`src/hdl/isp_host_pkg.sv`:
```
// Constants, types and register map of the serial programming host.
package isp_host_pkg;

  // APB register byte offsets.
  localparam logic [7:0] OFF_CTRL   = 8'h00;
  localparam logic [7:0] OFF_CMD    = 8'h04;
  localparam logic [7:0] OFF_STATUS = 8'h08;
  localparam logic [7:0] OFF_RDATA  = 8'h0C;
  localparam logic [7:0] OFF_DIV    = 8'h10;

  // Control register fields.
  localparam int CTRL_RST_BIT   = 0;
  localparam int CTRL_START_BIT = 1;
  localparam int CTRL_WAIT_LSB  = 4;

  // Status register fields.
  localparam int STAT_BUSY_BIT = 0;
  localparam int STAT_ECHO_BIT = 1;
  localparam int STAT_DONE_BIT = 2;

  // Wait classes selected with a command.
  localparam logic [1:0] WAIT_NONE   = 2'h0;
  localparam logic [1:0] WAIT_PAGE   = 2'h1;
  localparam logic [1:0] WAIT_EEPROM = 2'h2;
  localparam logic [1:0] WAIT_ERASE  = 2'h3;

  // Instruction bytes that the host inspects.
  localparam logic [7:0] OP_ENABLE = 8'hAC;
  localparam logic [7:0] ECHO_BYTE = 8'h53;

  // Clock rate and waits.
  localparam int CLK_HZ          = 25_000_000;
  localparam int STARTUP_WAIT_US = 20_000;
  localparam int PAGE_WAIT_US    = 4_500;
  localparam int EEPROM_WAIT_US  = 9_000;
  localparam int ERASE_WAIT_US   = 9_000;
  localparam int STARTUP_CYC     = (CLK_HZ / 1_000_000) * STARTUP_WAIT_US;
  localparam int PAGE_CYC        = (CLK_HZ / 1_000_000) * PAGE_WAIT_US;
  localparam int EEPROM_CYC      = (CLK_HZ / 1_000_000) * EEPROM_WAIT_US;
  localparam int ERASE_CYC       = (CLK_HZ / 1_000_000) * ERASE_WAIT_US;

  // Reload of the serial clock half-period counter after reset; the half period is this plus one system cycles; at least 3.
  localparam logic [7:0] DIV_RESET = 8'h08;
  localparam logic [7:0] DIV_MIN   = 8'h03;
  // Reset pulse length when resynchronising is this plus one system clocks.
  localparam int RST_PULSE_CYC = 16;

  // Pins driven to the device.
  typedef struct packed {
    logic reset;
    logic sclk;
    logic serialIn;
  } isp_pins_t;

  typedef enum logic [2:0] {
    ST_IDLE  = 3'b000,
    ST_SHIFT = 3'b001,
    ST_WAIT  = 3'b010,
    ST_PULSE = 3'b011,
    ST_SETTLE = 3'b100
  } isp_state_t;

endpackage

```
`src/hdl/isp_wait_timer.sv`:
```
// Down counter that measures the minimum waits of the host.
`timescale 1ns/1ps
`default_nettype none
module isp_wait_timer #(
  parameter int WIDTH = 24
) (
  input  wire logic             clk_sys,
  input  wire logic             nrst,
  input  wire logic             load,
  input  wire logic [WIDTH-1:0] count,
  output logic                  expired
);

  logic [WIDTH-1:0] remain;

  // Expiry stays high until the next load.
  always_ff @(posedge clk_sys or negedge nrst) begin
    if (!nrst) begin
      remain  <= '0;
      expired <= 1'b1;
    end else if (load) begin
      remain  <= count;
      expired <= 1'b0;
    end else if (remain != '0) begin
      remain  <= remain - 1'b1;
      expired <= (remain == {{(WIDTH-1){1'b0}}, 1'b1});
    end
  end

endmodule
`default_nettype wire

```
`src/hdl/isp_host.sv`:
```
// Serial in-system programming host with an APB register port.
//
// The APB interface to the registers and the register addresses are this design's own decisions.
`timescale 1ns/1ps
`default_nettype none

module isp_host
  import isp_host_pkg::*;
#(
  parameter int STARTUP_CYCLES = STARTUP_CYC,
  parameter int PAGE_CYCLES    = PAGE_CYC,
  parameter int EEPROM_CYCLES  = EEPROM_CYC,
  parameter int ERASE_CYCLES   = ERASE_CYC
) (
  input  wire logic        clk_sys,
  input  wire logic        nrst,
  input  wire logic        psel,
  input  wire logic        penable,
  input  wire logic        pwrite,
  input  wire logic [7:0]  paddr,
  input  wire logic [31:0] pwdata,
  output logic [31:0]      prdata,
  output logic             pready,
  output logic             pslverr,
  output logic             progReset,
  output logic             progClock,
  output logic             progSerialIn,
  input  wire logic        progSerialOut
);

  localparam int TW = 24;

  isp_state_t  state;
  isp_pins_t   pins;
  logic [31:0] txWord;
  logic [31:0] rxWord;
  logic [4:0]  bitCount;
  logic [7:0]  phaseCount;
  logic [7:0]  halfDiv;
  logic [1:0]  waitSel;
  logic        resetActive;
  logic        echoOk;
  logic        cmdDone;
  logic        startPending;
  logic [4:0]  pulseCount;
  logic        sdoMeta;
  logic        sdoSync;

  // Bus decode as named wires.
  wire         busWrite   = psel & penable & pwrite;
  wire         busRead    = psel & ~penable & ~pwrite;
  wire         hitCtrl    = (paddr == OFF_CTRL);
  wire         hitCmd     = (paddr == OFF_CMD);
  wire         hitStatus  = (paddr == OFF_STATUS);
  wire         hitRdata   = (paddr == OFF_RDATA);
  wire         hitDiv     = (paddr == OFF_DIV);
  wire         hitAny     = hitCtrl | hitCmd | hitStatus | hitRdata | hitDiv;
  wire         hostBusy   = (state != ST_IDLE) | startPending;
  wire         startReq   = busWrite & hitCtrl & pwdata[CTRL_START_BIT];
  wire         phaseEnd   = (phaseCount == 8'h00);
  wire         lastBit    = (bitCount == 5'd31);
  wire         timerDone;
  wire [31:0]  statusWord = {29'h0, cmdDone, echoOk, hostBusy};

  // Choose the minimum wait that follows the command just sent.
  function automatic logic [TW-1:0] waitCycles(input logic [1:0] sel);
    unique case (sel)
      WAIT_PAGE:   waitCycles = TW'(PAGE_CYCLES);
      WAIT_EEPROM: waitCycles = TW'(EEPROM_CYCLES);
      WAIT_ERASE:  waitCycles = TW'(ERASE_CYCLES);
      default:     waitCycles = TW'(1);
    endcase
  endfunction

  wire         loadStart = (state == ST_PULSE) && (pulseCount == 5'd0);
  wire         loadWait  = (state == ST_SHIFT) && phaseEnd && pins.sclk && lastBit;
  wire [TW-1:0] timerLoad = loadStart ? TW'(STARTUP_CYCLES) : waitCycles(waitSel);

  // One timer serves both the startup wait and the write waits.
  isp_wait_timer #(
    .WIDTH (TW)
  ) u_timer (
    .clk_sys (clk_sys),
    .nrst    (nrst),
    .load    (loadStart | loadWait),
    .count   (timerLoad),
    .expired (timerDone)
  );

  // Data-out is a pin from another domain, so it passes two flops.
  always_ff @(posedge clk_sys or negedge nrst) begin
    if (!nrst) begin
      sdoMeta <= 1'b0;
      sdoSync <= 1'b0;
    end else begin
      sdoMeta <= progSerialOut;
      sdoSync <= sdoMeta;
    end
  end

  // APB slave: zero wait states, error on unmapped offsets.
  always_ff @(posedge clk_sys or negedge nrst) begin
    if (!nrst) begin
      prdata  <= 32'h0000_0000;
      pready  <= 1'b1;
      pslverr <= 1'b0;
    end else begin
      pready  <= 1'b1;
      pslverr <= psel & ~penable & ~hitAny;
      if (busRead) begin
        prdata <= hitStatus ? statusWord :
                  hitRdata  ? rxWord :
                  hitCmd    ? txWord :
                  hitDiv    ? {24'h00_0000, halfDiv} :
                  hitCtrl   ? {26'h0, waitSel, 3'b000, resetActive} :
                              32'h0000_0000;
      end
    end
  end

  // Software-held configuration: command word, divider, wait class, reset.
  always_ff @(posedge clk_sys or negedge nrst) begin
    if (!nrst) begin
      txWord      <= 32'h0000_0000;
      halfDiv     <= DIV_RESET;
      waitSel     <= WAIT_NONE;
      resetActive <= 1'b0;
    end else if (busWrite && !hostBusy) begin
      if (hitCmd) begin
        txWord <= pwdata;
      end
      if (hitDiv) begin
        halfDiv <= (pwdata[7:0] < DIV_MIN) ? DIV_MIN : pwdata[7:0];
      end
      if (hitCtrl) begin
        waitSel     <= pwdata[CTRL_WAIT_LSB +: 2];
        resetActive <= pwdata[CTRL_RST_BIT];
      end
    end
  end

  // Start request is taken only while the host is idle; one written while busy is dropped.
  always_ff @(posedge clk_sys or negedge nrst) begin
    if (!nrst) begin
      startPending <= 1'b0;
    end else if (startReq && !hostBusy) begin
      startPending <= 1'b1;
    end else if (state == ST_IDLE) begin
      startPending <= 1'b0;
    end
  end

  // Sequencer: reset pulse, startup wait, four-byte shift, write wait.
  always_ff @(posedge clk_sys or negedge nrst) begin
    if (!nrst) begin
      state      <= ST_IDLE;
      pins       <= '{reset: 1'b0, sclk: 1'b0, serialIn: 1'b0};
      bitCount   <= 5'd0;
      phaseCount <= 8'h00;
      rxWord     <= 32'h0000_0000;
      echoOk     <= 1'b0;
      cmdDone    <= 1'b0;
      pulseCount <= 5'd0;
    end else begin
      unique case (state)
        ST_IDLE: begin
          pins.sclk <= 1'b0;
          if (busWrite && hitCtrl && !hostBusy) begin
            if (pwdata[CTRL_RST_BIT] && !resetActive) begin
              // Entering programming: clock already low, pulse reset high first.
              pins.reset <= 1'b1;
              pulseCount <= 5'(RST_PULSE_CYC);
              state      <= ST_PULSE;
            end else if (!pwdata[CTRL_RST_BIT]) begin
              // Leaving programming: reset released high so the device runs again.
              pins.reset <= 1'b1;
            end
          end
          if (startPending && resetActive) begin
            cmdDone    <= 1'b0;
            bitCount   <= 5'd0;
            phaseCount <= halfDiv;
            pins.serialIn <= txWord[31];
            state      <= ST_SHIFT;
          end
        end
        ST_PULSE: begin
          if (pulseCount != 5'd0) begin
            pulseCount <= pulseCount - 5'd1;
          end else begin
            // Device sits in reset; programming may not begin before the wait.
            pins.reset <= 1'b0;
            state      <= ST_SETTLE;
          end
        end
        ST_SETTLE: begin
          if (timerDone) begin
            state <= ST_IDLE;
          end
        end
        ST_SHIFT: begin
          if (!phaseEnd) begin
            phaseCount <= phaseCount - 8'h01;
          end else begin
            phaseCount <= halfDiv;
            if (!pins.sclk) begin
              // Rising edge: device samples data-in; data-out settled since fall.
              pins.sclk <= 1'b1;
            end else begin
              pins.sclk <= 1'b0;
              // Sample late in the high phase, clear of the falling edge.
              rxWord <= {rxWord[30:0], sdoSync};
              if (lastBit) begin
                state <= ST_WAIT;
              end else begin
                bitCount      <= bitCount + 5'd1;
                pins.serialIn <= txWord[5'd30 - bitCount];
              end
            end
          end
        end
        ST_WAIT: begin
          // Echo of 0x53 arrives in the third byte slot of the enable opcode.
          if (txWord[31:24] == OP_ENABLE && txWord[23:16] == ECHO_BYTE) begin
            echoOk <= (rxWord[15:8] == ECHO_BYTE);
          end
          // Bus stays closed until the minimum write wait has passed.
          if (timerDone) begin
            cmdDone <= 1'b1;
            state   <= ST_IDLE;
          end
        end
        default: begin
          state <= ST_IDLE;
        end
      endcase
    end
  end

  // Pins come straight from flops.
  assign progReset    = pins.reset;
  assign progClock    = pins.sclk;
  assign progSerialIn = pins.serialIn;

endmodule
`default_nettype wire

```
`config.mk`:
```
export PLATFORM = sky130hd
export DESIGN_NAME = isp_host
export DESIGN_NICKNAME = d
export VERILOG_FILES = /design/src/hdl/isp_host_pkg.sv /design/src/hdl/isp_wait_timer.sv /design/src/hdl/isp_host.sv
export SDC_FILE = /design/constraint.sdc
export NUM_CORES = 1
export LEC_CHECK = 0
export BUFFER_PORTS_ARGS = -buffer_cell sky130_fd_sc_hd__buf_2
export CAP_MARGIN = 15
export CELL_PAD_IN_SITES_DETAIL_PLACEMENT = 0
export CELL_PAD_IN_SITES_GLOBAL_PLACEMENT = 1
export CORE_ASPECT_RATIO = 1.75
export CORE_UTILIZATION = 40
export CTS_CLUSTER_DIAMETER = 120
export DETAILED_ROUTE_END_ITERATION = 12
export PLACE_DENSITY = 0.7
export SLEW_MARGIN = 25
export SYNTH_ARGS = -nofsm -noshare
export SYNTH_HDL_FRONTEND = slang
export SYNTH_HIERARCHICAL = 1
export SYNTH_SLANG_ARGS = --single-unit
```
`constraint.sdc`:
```
create_clock -name clk_sys -period 8.3 [get_ports clk_sys]
set_input_delay 1.245 -clock clk_sys [delete_from_list [all_inputs] [get_ports clk_sys]]
set_output_delay 1.245 -clock clk_sys [all_outputs]
set_load 0.02 [all_outputs]
```
-- Yosys cells after proc, flatten, opt, wreduce, memory -nomap -nowiden
Cells that the tools add are included.
W data, S select, Z words.
- bits in registers: 162
- input port bits: 46
- add/subtract/negate cells: 5
- magnitude comparators: 2
- eq/ne operators: 30
- multiplexer cells: 51
- bitwise operators: 16
- reduce and logical (&&, ||, !) cells: 39
- operators by type and width (cell ; count):
    $mux W32 ; 3
    $mux W24 ; 3
    $pmux W18 S2 ; 1
    $mux W5 ; 7
    $mux W8 ; 4
    $eq A24 B1 Y1 const B ; 1
    $mux W3 ; 8
    $reduce_bool A24 Y1 ; 1
    $sub A24 B1 Y24 const B ; 1
    $pmux W5 S2 ; 2
    $eq A8 B4 Y1 const B ; 2
    $eq A8 B7 Y1 const B ; 2
    $logic_not A8 Y1 ; 2
    $pmux W8 S2 ; 1
    $mux W1 ; 15
    $ne A2 B1 Y1 const B ; 6
    $pmux W3 S4 ; 1
    $reduce_and A2 Y1 ; 6
    $logic_and A1 B1 Y1 ; 11
    $ne A2 B2 Y1 const B ; 5
    $reduce_bool A2 Y1 ; 5
    $eq A8 B3 Y1 const B ; 1
    $eq A8 B5 Y1 const B ; 1
    $eq A8 B8 Y1 const B ; 1
    32 further kinds ; 53

-- Depth between registers and ports, before layout
Gate-level depths: netlist (run 1).
- word-level depth: 7
- mapped depth: 16

-- Cells and area by module
Netlist (run 1), hierarchy kept.
- by module, submodules not included (module ; instances ; cells each ; area an instance (um^2)):
    isp_host ; 1 ; 653 ; 6663.9
    isp_wait_timer ; 1 ; 173 ; 1577.8

-- Worst setup path after synthesis (run 1)
Ideal clock, no wire load.
- path type: register to register
- start point: reg phaseCount[0]
- end point: reg u_timer.remain[18]
- data arrival time: 3.134 ns
- data required time: 8.206 ns
- setup slack: 5.072 ns
- cell stages (with the launch flop): 15
- buffers on the path: 5
- cells stage by stage: dfrtp_1 -> inv_1 -> ha_1 -> nor3b_1 -> and2_1 -> and3_1 -> clkbuf_1 -> clkbuf_1 -> nand2_1 -> nand2_1 -> clkbuf_1 -> inv_1 -> clkbuf_8 -> dlygate4sd3_1 -> a211oi_1
- longest elaborated chain between the ends: 6
- elaborated cells on any way between the ends: 7
- ends and longest elaborated chain (item ; line ; RTL):
    from (decl) ; isp_host.sv:38 ; logic [7:0] phaseCount;
    from (signal assigned) ; isp_host.sv:182 ; phaseCount <= halfDiv;
    from (signal assigned) ; isp_host.sv:203 ; phaseCount <= phaseCount - 8'h01;
    from (signal assigned) ; isp_host.sv:205 ; phaseCount <= halfDiv;
    $logic_not A8 Y1 (*) ; isp_host.sv:60 ; wire phaseEnd = (phaseCount == 8'h00);
    $logic_and A1 B1 Y1 (*) (3 in a row) ; isp_host.sv:76 ; wire loadWait = (state == ST_SHIFT) && phaseEnd && pins.sclk && lastBit;
    $or A1 B1 Y1 (*) ; isp_host.sv:85 ; .load (loadStart | loadWait),
    $mux W24 or $reduce_bool A2 Y1 (tied branches) ; - ;
    to (signal assigned) ; isp_wait_timer.sv:22 ; remain <= count;
    to (signal assigned) ; isp_wait_timer.sv:25 ; remain <= remain - 1'b1;
    to (decl) ; isp_wait_timer.sv:14 ; logic [WIDTH-1:0] remain;
Every way passes the cells marked *; elsewhere a longest branch is shown, timed or not.
A chain may end at the register's enable or synchronous reset.

-- Worst setup path after layout (run 1)
- start point: reg phaseCount[0]
- end point: reg u_timer.remain[22]
The elaborated chain is that of the path after synthesis.

==> impl_metrics.toml, run 1 <==
[run_status]
status = "finished clean"

[synthesis]
async_flop_share_pct = 100
synth-adder-area-share_pct = 1.52
avgSynthCellArea_um2 = 9.98
ys_seq_area_share_pct = 49.2
synth_compound_area_share_pct = 11.7
yosys_warnings = 6
postSynthCellCount = 826
synth-seq-cells = 162
synthMuxAreaShare_pct = 10.9
synth_top_family_by_area = "simple AND/OR/NAND/NOR gates"
synth_xor_area_share_pct = 2.11
synth_cell_types = 70
synth-edff-count = 0
synth_area_um2 = 8240
synthFlopType = "dfrtp_1"
synthSimpleGateAreaFrac_pct = 20.4

[placement]
preCtsSetupSlack_ns = 4.02
port_buffers = 81
gp_congestion = 0.807
hpwlAfterDp_um = 15400

[worst_setup_path]
r2r_cells = 13
critPathLaunchType = "flip-flop"
r2r-start = "phaseCount[0]"
worst-setup-path-type = "flip-flop to flip-flop"
r2r_slack_ns = 4.00
critPathMaxFanout = 33
crit_family = "simple AND/OR/NAND/NOR gates"
r2r-end = "u_timer/remain[22]"
cp_cell_sequence = "inv_1 > ha_1 > nor3b_1 > and2_1 > and3_1 > buf_4 > nand2_1 > nand2_1 > or4_1 > nor4_1 > nand4_1 > inv_1 > a211oi_1"
path_buf_inv = 3
end_kind = "flip-flop"
crit_slowest_cell = "or4_1"
required_ns = 8.58
cp_slowest_stage_delay_ns = 0.63
worstPathArrival_ns = 4.57

[routing]
dr_total_vias = 6369
drc = 0
drt-initial-drc-count = 339
final_antenna_net_count = 0
routedWlPerCell_um = 18.8
routed_via_density = 5.53
wl_um = 21600
first_pass_iters = 5

[cells_and_area]
seqCellArea_um2 = 4060
fill_cells = 1973
drive_above_1_share_pct = 21.2
n_antenna_cell = 0
final_nets = 947
multi_input_area_um2 = 3870
area_growth_syn_to_layout_pct = 13.3

[power_and_ir_drop]
p_clk_share_pct = 46.1
swShare_pct = 24.5
seq_power_share_pct = 49.5
pwr-share-comb_pct = 4.3
p_per_area_nw_per_um2 = 176
finalPower_w = 0.00164
p_switching_w = 0.000402
p_leak_nw = 4.41
internal-power_w = 0.00124
vdd.ir_drop.worst_v = 0.000120

[run]
maxCapViolations = 0

[floorplanning]
ios = 83
start_util_pct = 40.6
die_x_um = 111
rows = 69
die_h_um = 192
fp.dieArea_um2 = 21200
core_um2 = 20300

[timing]
rsz0062_at_grt = "no"
max_freq_ghz = 0.233
clock-skew-final_ns = 0.00666
relSlewSlack_pct = 40.2
hold_violations = 0
final_max_slew_viol_count = 0
fin_setup_tns_ns = 0
min_period_ns = 4.30
tightestPinTransition_ns = 0.889
fin_ws_ns = 4.00
final.period_utilization_pct = 51.8
finalSetupViolations = 0

[cts]
h-tree-depth = 4
cts-buffers-inserted = 17
cts_tree = "done"
cts-root-buf = "clkbuf_16"
cts_setup_buffers = 0
clock_path_buffers = 2
ctsHoldBuffers = 0
clock-sinks = 162
post_cts_resized = 0
clk_latency_ns = 0.43
cts.clk_slew.worst_paths_ns = 0.07

[min_path]
hp-class = "flip-flop to flip-flop"
whs_path_depth = 0
min-delay-start = "sdoMeta"
hold_end = "sdoSync"

[global_route]
grt_pass1_vias = 6332
grtUsageTotal_pct = 21.3
grt_pass1_wl_um = 34900
antenna_found_initial = 0
grt_max_degree = 92
grt_overflow = 0
[cells by family after synthesis]
| family | after synthesis |
|---|---|
| other cells | 2 |
| fa+ha+maj | 10 |
| xor+xnor | 19 |
| simple gates | 343 |
| buf+inv | 65 |
| mux | 81 |
| compound gates | 144 |
| flops | 162 |
[synthesized netlist by cell type, drive strengths merged (5+ instances only)]
cell type | number | area (µm²)
nand2 | 172 | 648
dfrtp | 160 | 4000
nor2 | 64 | 248
mux2 | 42 | 473
mux2i | 36 | 360
o21ai | 33 | 165
a21oi | 30 | 150
clkbuf | 29 | 129
o31ai | 29 | 218
nor3 | 22 | 153
inv | 18 | 67.6
buf | 17 | 123
xnor2 | 14 | 130
a211oi | 12 | 95.1
nor4 | 12 | 118
or4 | 11 | 95.1
ha | 10 | 125
nand3 | 10 | 50.1
nand2b | 8 | 50.1
nand4b | 6 | 52.6
or2 | 6 | 37.5
or3 | 6 | 37.5
a21o | 5 | 37.5
a22oi | 5 | 37.5
a311oi | 5 | 43.8
a31oi | 5 | 31.3
xor2 | 5 | 43.8
[per-stage QoR]
stage / hold slack [ns] / std cells / cell area (µm²) / util (%)
CTS: 0.349 / 1152 / 9330 / 46.0
floorplan: 0.331 / 831 / 8260 / -
detailed placement: 0.335 / 1120 / 8770 / 43.2
finish: 0.348 / 1152 / 9340 / 46.0
global placement: 0.335 / 1120 / 8770 / 43.2
global route: 0.357 / 1152 / 9340 / 46.0
[layout make-up]
cell class,count,share of cell area [%]
clock buffers,17,4.56
flip-flops and latches,162,43.4
multi-input cells,604,41.5
clock inverters,15,1.45
repair buffers,88,5.01
inverters,18,0.724
well taps,248,3.32
[cells in the final DEF, fill, tap and decap left out, drive strengths merged, types with 21 or more instances in the layout]
| cell | Yosys | routed |
|---|---|---|
| dfrtp | 160 | 160 |
| buf | 17 | 88 |
| nor2 | 64 | 64 |
| o31ai | 29 | 29 |
| mux2i | 36 | 36 |
| a21oi | 30 | 30 |
| nor3 | 22 | 22 |
| nand2 | 172 | 172 |
| o21ai | 33 | 33 |
| mux2 | 42 | 42 |
| inv | 18 | 21 |
[worst max-delay path by stage]
| stage | slack, ns | cells past startpoint | from | to |
|---|---|---|---|---|
| 3_3_place_gp | 4.10 | 13 | phaseCount[0] | u_timer/remain[17] |
| 5_1_grt | 3.66 | 13 | phaseCount[0] | u_timer/remain[19] |
| 6_report | 4.00 | 13 | phaseCount[0] | u_timer/remain[22] |
| 4_1_cts | 4.01 | 13 | phaseCount[0] | u_timer/remain[22] |
| 2_1_floorplan | 5.07 | 14 | phaseCount[0] | u_timer/remain[18] |
| 3_5_place_dp | 4.02 | 13 | phaseCount[0] | u_timer/remain[12] |
[flip-flops by register name (all words and copies together) (netlist names), 3 cells and up]
| register | count |
|---|---|
| bitCount | 5 |
| halfDiv | 8 |
| phaseCount | 8 |
| prdata | 32 |
| pulseCount | 5 |
| rxWord | 32 |
| state | 3 |
| txWord | 32 |
| u_timer/remain | 24 |
[metal layers]
metal,wire length (µm),track usage (%)
met5,0,0
met4,750,9.85
met3,707,3.69
met2,11500,38.1
met1,8700,24.9
[power groups by stage]
stage	sequential, W	combinational [W]	clock (W)
after global placement	0.000828	0.0000729	0
after floorplan	0.000825	0.0000357	0
after global routing	0.000815	0.0000802	0.000808
after detailed placement	0.000828	0.0000732	0
final	0.000813	0.0000713	0.000757
after CTS	0.000813	0.0000733	0.000778
[worst reg2reg max path: cells and delay by family, from the launching register on]
family,cells,cell delay [ns]
adder cells (fa/ha/maj),1,0.19
buffers and inverters,3,0.94
AO/OA/AOI/OAI,1,0.10
flip-flops,1,0.39
AND/OR/NAND/NOR,8,2.53
Note: power is estimated with default switching activity, not from simulation.
==> run 2, diff against run 1 <==
- PLACE_DENSITY: 0.7 -> 0.72
- clock period: 8.3 -> 3.6 ns (I/O delays scaled with it)
==> run 2 against run 1 <==
Sequential power rose by 130%; global-route usage is 0.16 points higher; total power grew 130%; worst hold slack got worse by 0.26 ns; flip-flop and latch count did not move; critical path depth down 1; die area stayed put; sequential share of layout area shrank 0.24 points; largest cell class unchanged; highest routed layer is now met5.
==> impl_metrics.toml, run 2 (synthesis gave the netlist of run 1 again) <==
[routing]
dr_total_vias = 6401
final_antenna_net_count = 0
routedWlPerCell_um = 18.9
wl_um = 21900
routed_via_density = 5.53
drc = 0
drt-initial-drc-count = 307
first_pass_iters = 5

[placement]
preCtsSetupSlack_ns = 0.720
gp_congestion = 0.795
port_buffers = 81
hpwlAfterDp_um = 15800

[timing]
max_freq_ghz = 0.350
finalSetupViolations = 0
final.period_utilization_pct = 79.3
final_max_slew_viol_count = 0
tightestPinTransition_ns = 0.925
clock-skew-final_ns = 0.0128
fin_hold_ws_ns = 0.0835
hold_violations = 0
rsz0062_at_grt = "no"
min_period_ns = 2.85
fin_setup_tns_ns = 0
relSlewSlack_pct = 38.3
fin_ws_ns = 0.745

[worst_setup_path]
r2r-end = "u_timer/remain[18]"
critPathLaunchType = "flip-flop"
worstPathArrival_ns = 3.15
r2r_slack_ns = 0.75
r2r_cells = 12
r2r-start = "phaseCount[0]"
critPathMaxFanout = 12
end_kind = "flip-flop"
worst-setup-path-type = "flip-flop to flip-flop"
required_ns = 3.90

[global_route]
grt_pass1_vias = 6432
grt_overflow = 0
grt_pass1_wl_um = 35100
grtUsageTotal_pct = 21.5
antenna_found_initial = 1
grt_max_degree = 66

[cells_and_area]
reg_top3 = "prdata (32), rxWord (32), txWord (32)"
area_growth_syn_to_layout_pct = 13.9
fill_cells = 2013
final_cell_mix = "nand2_1, dfrtp_1, buf_2"
drive_above_1_share_pct = 21.6
final_nets = 953
n_antenna_cell = 0
final_common_cell = "nand2_1"

[cts]
clock-sinks = 162
clk_latency_ns = 0.45
post_cts_resized = 0
h-tree-depth = 4
cts.clk_slew.worst_paths_ns = 0.07
clock_path_buffers = 2
cts_setup_buffers = 0
cts_tree = "done"
cts-root-buf = "clkbuf_16"
ctsHoldBuffers = 0
cts-buffers-inserted = 17

[floorplanning]
fp.dieArea_um2 = 21200
ios = 83
core_um2 = 20300
die_h_um = 192
start_util_pct = 40.6
die_x_um = 111
rows = 69

[power_and_ir_drop]
vdd.ir_drop.worst_v = 0.000312
p_per_area_nw_per_um2 = 405
p_leak_nw = 4.45

[run]
maxCapViolations = 0

[min_path]
hp-class = "input port to async pin"

[run_status]
status = "finished clean"
-- run 2: worst max-delay path by stage --
stage                              from            endpoint  slack [ns]  depth (start not counted)
after floorplan           phaseCount[0]  u_timer/remain[18]        0.37                         14
after global placement    phaseCount[0]  u_timer/remain[10]        0.82                         12
after detailed placement  phaseCount[0]  u_timer/remain[18]        0.72                         12
after CTS                 phaseCount[0]  u_timer/remain[18]        0.71                         12
after global routing      phaseCount[0]  u_timer/remain[18]        0.50                         12
final                     phaseCount[0]  u_timer/remain[18]        0.75                         12
-- run 2: area by class of cell --
cell class	count	area, µm²	share of cell area [%]
inverters	18	67.6	0.720
well taps	248	310	3.30
flip-flops and latches	162	4060	43.2
clock buffers	18	439	4.68
repair buffers	94	522	5.56
multi-input cells	604	3870	41.3
clock inverters	14	120	1.28
-- run 2: through the flow --
stage	util (%)	instances	total power, W	cell area [µm²]
final	46.3	1158	0.00380	9390
after global routing	46.3	1158	0.00393	9390
after CTS	46.3	1158	0.00384	9390
after detailed placement	43.5	1126	0.00208	8830
after global placement	43.5	1126	0.00208	8830
after floorplan	-	831	0.00198	8260
-- run 2: worst max-delay path, stage by stage, from the launching register on --
cell and delay (ns):
dfrtp_1 0.39, inv_1 0.07, ha_1 0.18, nor3b_1 0.16, and2_1 0.21, and3_1 0.18, nand2_1 0.07, nand2_1 0.06
or4_1 0.52, nor4_1 0.25, nand4_1 0.16, inv_1 0.35, a211oi_1 0.10
-- run 2: per-layer routing --
layer,global-route usage [%],vias up,wire length [µm]
met2,39.8,122,12000
met5,0,-,10
met4,9.33,2,519
met3,4.04,33,674
li1,-,3054,-
met1,23.8,3190,8640
-- run 2: power by group --
group          switching (W)  total, W  leakage, nW  internal [W]
clock network       0.000836   0.00176        0.263      0.000922
registers          0.0000313   0.00188         2.18       0.00184
logic               0.000108  0.000168         2.01     0.0000593
total               0.000976   0.00380         4.45       0.00283
